===== src/design/ssp_pkg.sv =====
// Package of widths, reset values and timing for the burst SRAM port control
package ssp_pkg;
  localparam int          SSP_ADDR_W     = 19;
  localparam int          SSP_LANES      = 4;
  localparam int          SSP_LANE_W     = 8;
  localparam int          SSP_DATA_W     = SSP_LANES * SSP_LANE_W;
  localparam int          SSP_BURST_LSB  = 0;
  localparam int          SSP_BURST_W    = 2;
  localparam logic [3:0]  SSP_ALL_LANES  = 4'hf;
  localparam logic [3:0]  SSP_NO_LANES   = 4'h0;
  localparam logic [1:0]  SSP_STEP_RST   = 2'h0;
  // Edges of a stable synchronised sleep level before entering or leaving
  localparam int          SSP_SLEEP_EDGES = 2;
  localparam logic [1:0]  SSP_SLEEP_CNT_RST = 2'h0;
endpackage : ssp_pkg


===== src/design/ssp_burst_seq.sv =====
// Two-bit burst address sequence, linear or interleaved
`timescale 1ns/100ps
`default_nettype none
module ssp_burst_seq
  import ssp_pkg::*;
(
  // Burst position
  input  wire logic [1:0] start_bits,
  input  wire logic [1:0] step,
  // Order select, high for interleaved
  input  wire logic       interleave,
  // Low address bits to the core
  output logic      [1:0] addr_bits
);
  always_comb begin
    if (interleave) begin
      addr_bits = start_bits ^ step;
    end else begin
      addr_bits = 2'(start_bits + step);
    end
  end
endmodule : ssp_burst_seq
`default_nettype wire


===== src/design/ssp_port_ctrl.sv =====
// Pin-side control of a flow-through burst SRAM with common data bus
`timescale 1ns/100ps
`default_nettype none
// Summary of operation
// - Synchronous pins are taken only at the rising clock edge.
// - Burst counter steps once per edge with advance low during a burst.
// - Selected only when select a low, select b high, select c low.
// - Selects are looked at only when a new address loads.
// - Processor strobe ignored when select a is high.
// - A recognised strobe loads the address and the low two bits.
// - Both strobes low with select a low: only the processor strobe counts.
// - Output enable low drives data pins; high floats them.
// - Output enable masked in the first read clock after deselect.
// - Write data is captured from the data pins at the clock edge.
// - Read data is that of the address taken at the previous edge.
// - Pins float on write data phase, first clock after deselect, deselect.
// - Strap low gives linear order, high or open gives interleaved.
// - Sleep input high enters data-retaining sleep; low is normal.
// - Global write low writes all four lanes, overriding lane controls.
// - Interleaved order XORs the start; linear adds, wrapping mod four.
// - Sleep takes four clocks to enter or leave; master stays idle.
// - Besides global write, a lane is written only with lane write enable and its select low.
module ssp_port_ctrl
  import ssp_pkg::*;
#(
  parameter int ADDR_W = SSP_ADDR_W
) (
  // Clock and reset
  input  wire logic                  clk,
  input  wire logic                  sys_rst,
  // Address and strobes
  input  wire logic [ADDR_W-1:0]     addr,
  input  wire logic                  cpu_addr_strobe_n,
  input  wire logic                  ctrl_addr_strobe_n,
  input  wire logic                  burst_advance_n,
  // Chip selects
  input  wire logic                  select_a_n,
  input  wire logic                  select_b_hi,
  input  wire logic                  select_c_n,
  // Write controls
  input  wire logic                  all_lanes_write_n,
  input  wire logic                  lane_write_enable_n,
  input  wire logic [SSP_LANES-1:0]  lane_select_n,
  // Asynchronous pins and strap
  input  wire logic                  out_enable_n,
  input  wire logic                  sleep_request,
  input  wire logic                  burst_order_strap,
  // Data pins
  input  wire logic [SSP_DATA_W-1:0] dq_in,
  output logic      [SSP_DATA_W-1:0] dq_out,
  output logic                       dq_oe,
  // Memory core side
  output logic      [ADDR_W-1:0]     core_addr,
  output logic      [SSP_LANES-1:0]  core_lane_we,
  output logic      [SSP_DATA_W-1:0] core_wdata,
  input  wire logic [SSP_DATA_W-1:0] core_rdata,
  // Status
  output logic                       sleep_active
);

  // ----------------------------------------------------------------
  // State
  // ----------------------------------------------------------------
  // Whole port state, registered as one word
  typedef struct packed {
    logic [ADDR_W-1:0]     addr;
    logic [1:0]            step;
    logic                  active;
    logic                  read_phase;
    logic                  oe_mask;
    logic [SSP_LANES-1:0]  lane_we;
    logic [SSP_DATA_W-1:0] wdata;
    logic [1:0]            sleep_sync;
    logic [1:0]            strap_sync;
    logic [1:0]            sleep_cnt;
    logic                  asleep;
  } ssp_state_t;

  ssp_state_t st_ff;
  ssp_state_t nxt_st;

  logic       cpu_ok;
  logic       ctrl_ok;
  logic       load;
  logic       selected;
  logic       write_now;
  logic [3:0] lanes;
  logic [1:0] nxt_step;
  logic [1:0] burst_bits;

  ssp_burst_seq u_seq (
    .start_bits (st_ff.addr[SSP_BURST_LSB +: SSP_BURST_W]),
    .step       (st_ff.step),
    .interleave (st_ff.strap_sync[1]),
    .addr_bits  (burst_bits)
  );

  // ----------------------------------------------------------------
  // Decode helpers
  // ----------------------------------------------------------------
  // All three selects at their active levels
  function automatic logic chip_selected(input logic sel_a_n,
                                         input logic sel_b_hi,
                                         input logic sel_c_n);
    return !sel_a_n && sel_b_hi && !sel_c_n;
  endfunction : chip_selected

  // Lanes a write request touches; global write wins
  function automatic logic [SSP_LANES-1:0] lane_mask(
    input logic                 global_n,
    input logic                 enable_n,
    input logic [SSP_LANES-1:0] select_n
  );
    logic [SSP_LANES-1:0] mask;
    if (!global_n) begin
      mask = SSP_ALL_LANES;
    end else if (!enable_n) begin
      mask = ~select_n;
    end else begin
      mask = SSP_NO_LANES;
    end
    return mask;
  endfunction : lane_mask

  // ----------------------------------------------------------------
  // Strobe, select and write decode at the sampling edge
  // ----------------------------------------------------------------
  always_comb begin
    cpu_ok   = !cpu_addr_strobe_n && !select_a_n && !st_ff.asleep;
    ctrl_ok  = !ctrl_addr_strobe_n && !cpu_ok && !st_ff.asleep;
    load     = cpu_ok || ctrl_ok;
    selected = chip_selected(select_a_n, select_b_hi, select_c_n);
    lanes    = lane_mask(all_lanes_write_n, lane_write_enable_n,
                         lane_select_n);
    // Processor-started first cycle ignores the write inputs
    write_now = (lanes != SSP_NO_LANES) && !cpu_ok;
    // Advance counts only inside a burst, never on a load edge
    nxt_step  = (!burst_advance_n && st_ff.active) ?
                2'(st_ff.step + 2'h1) : st_ff.step;
  end

  // ----------------------------------------------------------------
  // Next state
  // ----------------------------------------------------------------
  always_comb begin
    nxt_st            = st_ff;
    // Asynchronous sleep and strap pins each pass two flops
    nxt_st.sleep_sync = {st_ff.sleep_sync[0], sleep_request};
    nxt_st.strap_sync = {st_ff.strap_sync[0], burst_order_strap};
    nxt_st.wdata      = dq_in;
    nxt_st.lane_we    = SSP_NO_LANES;
    nxt_st.oe_mask    = 1'b0;
    // Sleep entry and exit after two stable edges
    if (st_ff.sleep_sync[1] != st_ff.asleep) begin
      if (st_ff.sleep_cnt == 2'(SSP_SLEEP_EDGES - 1)) begin
        nxt_st.asleep    = st_ff.sleep_sync[1];
        nxt_st.sleep_cnt = SSP_SLEEP_CNT_RST;
      end else begin
        nxt_st.sleep_cnt = 2'(st_ff.sleep_cnt + 2'h1);
      end
    end else begin
      nxt_st.sleep_cnt = SSP_SLEEP_CNT_RST;
    end
    if (st_ff.asleep) begin
      // A pending access is dropped on entering sleep
      nxt_st.active     = 1'b0;
      nxt_st.read_phase = 1'b0;
    end else if (load) begin
      if (selected) begin
        nxt_st.addr       = addr;
        nxt_st.step       = SSP_STEP_RST;
        nxt_st.active     = 1'b1;
        // Coming out of deselect masks the first read clock
        nxt_st.oe_mask    = !st_ff.active;
        nxt_st.read_phase = !write_now;
        if (write_now) begin
          nxt_st.lane_we = lanes;
        end
      end else begin
        // Deselect ends the burst and floats the pins
        nxt_st.active     = 1'b0;
        nxt_st.read_phase = 1'b0;
      end
    end else if (st_ff.active) begin
      nxt_st.step       = nxt_step;
      nxt_st.read_phase = !write_now;
      if (write_now) begin
        nxt_st.lane_we = lanes;
      end
    end
  end

  // ----------------------------------------------------------------
  // Registers
  // ----------------------------------------------------------------
  // Reset clears all fields; strap reads linear until resynced
  always_ff @(posedge clk) begin
    if (sys_rst) begin
      st_ff <= '0;
    end else begin
      st_ff <= nxt_st;
    end
  end

  // ----------------------------------------------------------------
  // Core and pin drive
  // ----------------------------------------------------------------
  always_comb begin
    core_addr = {st_ff.addr[ADDR_W-1:SSP_BURST_W], burst_bits};
    core_lane_we = st_ff.lane_we;
    core_wdata   = st_ff.wdata;
    // Flow-through: core read data goes to the pins unregistered
    dq_out       = core_rdata;
    // Output enable acts without the clock
    dq_oe = !out_enable_n && st_ff.read_phase && st_ff.active &&
            !st_ff.oe_mask && !st_ff.asleep;
    sleep_active = st_ff.asleep;
  end

endmodule : ssp_port_ctrl
`default_nettype wire


===== config.mk =====
export PLATFORM = sky130hd
export DESIGN_NAME = ssp_port_ctrl
export DESIGN_NICKNAME = d
export VERILOG_FILES = /design/src/design/ssp_pkg.sv /design/src/design/ssp_burst_seq.sv /design/src/design/ssp_port_ctrl.sv
export SDC_FILE = /design/constraint.sdc
export NUM_CORES = 1
export LEC_CHECK = 0
export ABC_CLOCK_PERIOD_IN_PS = 2000
export BUFFER_PORTS_ARGS = -buffer_cell sky130_fd_sc_hd__buf_2
export CAP_MARGIN = 20
export CORE_AREA = 4 4 79 99
export DETAILED_ROUTE_END_ITERATION = 8
export DIE_AREA = 0 0 83 103
export PLACE_DENSITY = 0.82
export SYNTH_ARGS = -nofsm -noshare
export SYNTH_HDL_FRONTEND = slang
export SYNTH_HIERARCHICAL = 1
export SYNTH_SLANG_ARGS = --single-unit

===== constraint.sdc =====
create_clock -name clk -period 2 [get_ports clk]
set_input_delay 0.4 -clock clk [delete_from_list [all_inputs] [get_ports clk]]
set_output_delay 0.4 -clock clk [all_outputs]
set_load 0.05 [all_outputs]

After elaboration in Yosys (flattened, before gate mapping)
Cells that the tools add are included.
- $add $sub $neg: 3
- $mul: 0
- divide/modulo/power cells: 0
- order comparisons: 0
- eq/ne operators: 3
- shift operators: 0
- multiplexer cells: 14
- bitwise operators: 6
- reduce and logical (&&, ||, !) cells: 33
- operators with widths (kind ; count):
    $mux W4 ; 6
    $logic_and A1 B1 Y1 ; 12
    $mux W2 ; 6
    $logic_not A1 Y1 ; 11
    $add A2 B1 Y2 const B ; 2
    $not A1 Y1 ; 4
    $not A4 Y4 ; 1
    $reduce_and A4 Y1 ; 1
    $reduce_bool A2 Y1 ; 2
    $reduce_bool A4 Y1 ; 1
    $reduce_or A4 Y1 ; 1
    $reduce_and A3 Y1 ; 1
    $reduce_or A3 Y1 ; 1
    $add A2 B2 Y2 ; 1
    $eq A2 B1 Y1 const B ; 1
    $mux W1 ; 2
    $ne A2 B1 Y1 const B ; 1
    $reduce_and A2 Y1 ; 1
    $reduce_or A2 Y1 ; 1
    $xor A2 B2 Y2 ; 1
    $logic_or A1 B1 Y1 ; 1
    $ne A1 B1 Y1 ; 1
- flip-flop bits (word level): 67
- latch bits: 0
- RAM bits: 0
- ROM bits: 0
- bits of input ports: 100
- output and inout port bits: 89
- logic and storage cells: 70
- memories: 0

Longest topological paths before layout
- depth in word-level cells: 9
- depth in mapped cells: 7
- depth with buffers taken out: 4

Cells and area by module
Netlist, hierarchy kept.
- by module, submodules not included (module ; times used ; cells an instance ; area an instance (um^2) ; sequential area each (um^2)):
    ssp_port_ctrl ; 1 ; 303 ; 2790.2 ; 1341.3
    ssp_burst_seq ; 1 ; 4 ; 36.3 ; 0.0

Least setup slack after synthesis
OpenSTA, ideal clock, no wires.
- kind: register -> output
- start point: register st_ff, in the netlist sleep_active
- end point: output dq_oe
- data arrival time: 2.503 ns
- required time: 1.600 ns
- setup slack: -0.903 ns
- stages on the path, launching flop included: 4
- path buffers: 1
- path through: dfxtp_1 buf_2 nand2b_1 nor4b_1
- cells in the longest elaborated chain, start to end: 2
- RTL lines (item ; RTL line ; text):
    start: declaration ; ssp_port_ctrl.sv:79 ; ssp_state_t st_ff;
    start signal: assignment ; ssp_port_ctrl.sv:201 ; st_ff <= nxt_st;
    $logic_not A1 Y1 ; ssp_port_ctrl.sv:216 ; !st_ff.oe_mask && !st_ff.asleep;
    $logic_and A1 B1 Y1 ; ssp_port_ctrl.sv:216 ;
    end: declaration ; ssp_port_ctrl.sv:51 ; output logic dq_oe,
No other way between the ends.

Worst setup path in the final report
Ends and elaborated chain as after synthesis.

==> out/metrics.yaml <==
maxCapViolCount: 0
coreArea_um2: 6892
cts_made_buffers: 9
root_buffer: "clkbuf_8"
totalWireLength_mm: 5.341
worstMarginPinSlew_ns: 0.3832
diodes: 0
synth_edf_count: 0
synthDistinctLibCells: 29
status: "completed"
drive_gt1_share_pct: 41.85
finalCriticalPeriod_ns: 1.855
synth_area_leader_cell: "dfxtp_1"
post-route-cell-area_um2: 3156
vias: 1944
setup_slack_ns: 0.1450
grt_max_degree: 32
layout.nets: 454
dp_cells: 431
critPathSlowestCell: "dfxtp_1"
yosysSeqAreaShare_pct: 47.45
async_reset_ff_share_pct: 0
max_freq_ghz: 0.5391
clk_path_buf_depth: 2
worst-setup-path-type: "register to output port"
netlist_instances: 307
total_power_mw: 2.990
grt.total_usage_pct: 12.87
clk_pin_slew_ns: 0.07
worstPathArrival_ns: 1.45
holdWs_ns: 0.2790
drv_slew: 0
tns_ns: 0
worst-path-buf-inv: 1
worstPathMaxFanout: 8
io_buffers: 124
rsz0062_at_grt: "no"
fin_cells: 446
wl_per_cell_um: 11.98
start_util_pct: 41.01
ys.flop_type: "dfxtp_1"
holdCritPathClass: "primary input to register"
vias_per_cell: 4.359
yosysMostFrequentCell: "buf_4"
grt_pass1_vias: 1970
syn_to_final_growth_pct: 11.64
tritoncts: "built"
cts_sinks: 67
drt_first_pass_iters: 4
endpoint_kind: "output port"
synth-seq-cells: 67
antenna_found_initial: 0
placed_cell_area_um2: 2938
synth.top_cells.by_area: "dfxtp_1 (47%), buf_4 (23%), nor2b_1 (8.2%)"
die-area_um2: 8549
setup_viol: 0
ant_nets: 0
yosysWarnings: 6
mappedNetlistArea_um2: 2826
peakVddDrop_mv: 0.5261
ios: 189
finalClockSkew_ns: 0.002858
crit_family: "simple AND/OR/NAND/NOR gates"
worstSkewPairLatency_ns: 0.32
yosys-top-cells-count: "buf_4 (86), dfxtp_1 (67), nand2_1 (43)"
place_congestion: 0.7819
utilization_pct: 45.79
relSlewSlack_pct: 74.40
drt_iter0_markers: 16
num_rows: 34
syn_nets: 409
grt-ovfl-total: 0
grt_pass1_wl_mm: 8.783
fill_cells: 692
synth_top_area_share_pct: 47.45
post-route-period-util_pct: 92.75
max_stage_delay_ns: 0.41
cellLeakagePower_nw: 1.473
place_ws_ns: 0.2722
hold_violations: 0
die_h_um: 103
synth.avg_cell_area_um2: 9.207
dp_hpwl_mm: 4.206
cts_max_level: 3
die_w_um: 83
drc_errors: 0
holdBufCountCts: 0
cp-start-kind: "register"
p_per_area_nw_per_um2: 947.6
cp_cell_sequence: "nand2b_1 -> nor4b_4 -> clkbuf_4"
required_ns: 1.60
[registers in the layout (all words and copies together) (netlist names)]
register      flops
core_addr        17
core_lane_we      4
core_wdata       32
nxt_st            2
sleep_active      1
st_ff            11
[path summary, 6_finish.rpt]
kind           startpoint        endpoint  slack (ns)  cells past startpoint
max reg2reg  sleep_active       st_ff[44]        0.35                      5
min reg2reg      st_ff[1]        st_ff[1]        0.43                      1
max          sleep_active           dq_oe        0.15                      3
min             dq_in[16]  core_wdata[16]        0.28                      2
[metal layers]
metal / track usage (%) / up-vias / wire, µm
li1: - / 980 / -
met1: 12.65 / 850 / 1930
met2: 22.10 / 98 / 2742
met3: 7.194 / 16 / 561
met4: 6.415 / 0 / 106
met5: 0 / - / 0
[worst reg2reg max path, cell delays in order (launching register included)]
cell      delay (ns)
dfxtp_1         0.41
nor4b_4         0.37
nand2_1         0.16
buf_4           0.20
a211oi_1        0.26
a22o_1          0.19
[cell usage in the layout, fill, tap and decap left out, drive strengths merged, types with 2 or more instances in the layout]
| cell type | n |
|---|---|
| buf | 130 |
| dfxtp | 67 |
| nand2 | 43 |
| nor2b | 37 |
| a21oi | 21 |
| clkbuf | 11 |
| nor2 | 6 |
| o21ai | 6 |
| and2 | 5 |
| inv | 3 |
| xnor2 | 3 |
| nor4b | 2 |
| or3 | 2 |
| ha | 2 |
| bufinv | 2 |
| clkinv | 2 |
[layout make-up]
type                            instances  area [µm²]  area share, %
Clock buffer                           10       137.6          4.362
Inverter                                3       11.26         0.3569
Sequential cell                        67        1341          42.51
Clock inverter                          5       77.57          2.458
Multi-Input combinational cell        140       799.5          25.34
Timing Repair Buffer                  131       675.6          21.41
Tap cell                               90       112.6          3.569
[repair_timing]
item,in CTS,in global routing
resized for setup,0,1
buffers inserted,0,0
endpoints found under the setup margin,0,1
[kinds of logic (layout without fill, tap and decap cells)]
family | count (synthesis) | count (layout) | share of synthesized area, %
compound gates | 34 | 34 | 7.039
xor+xnor | 3 | 3 | 0.9298
fa+ha+maj | 2 | 2 | 0.8852
buf+inv | 100 | 149 | 24.79
flops | 67 | 67 | 47.45
mux | 1 | 1 | 0.3542
simple gates | 100 | 100 | 18.55
[where the power goes]
part           switching, mW  internal [mW]
combinational          0.262          0.123
sequential            0.0168           1.39
clock                  0.476          0.724
total                  0.756           2.23
No activity file was read; power rests on OpenSTA's default activity.
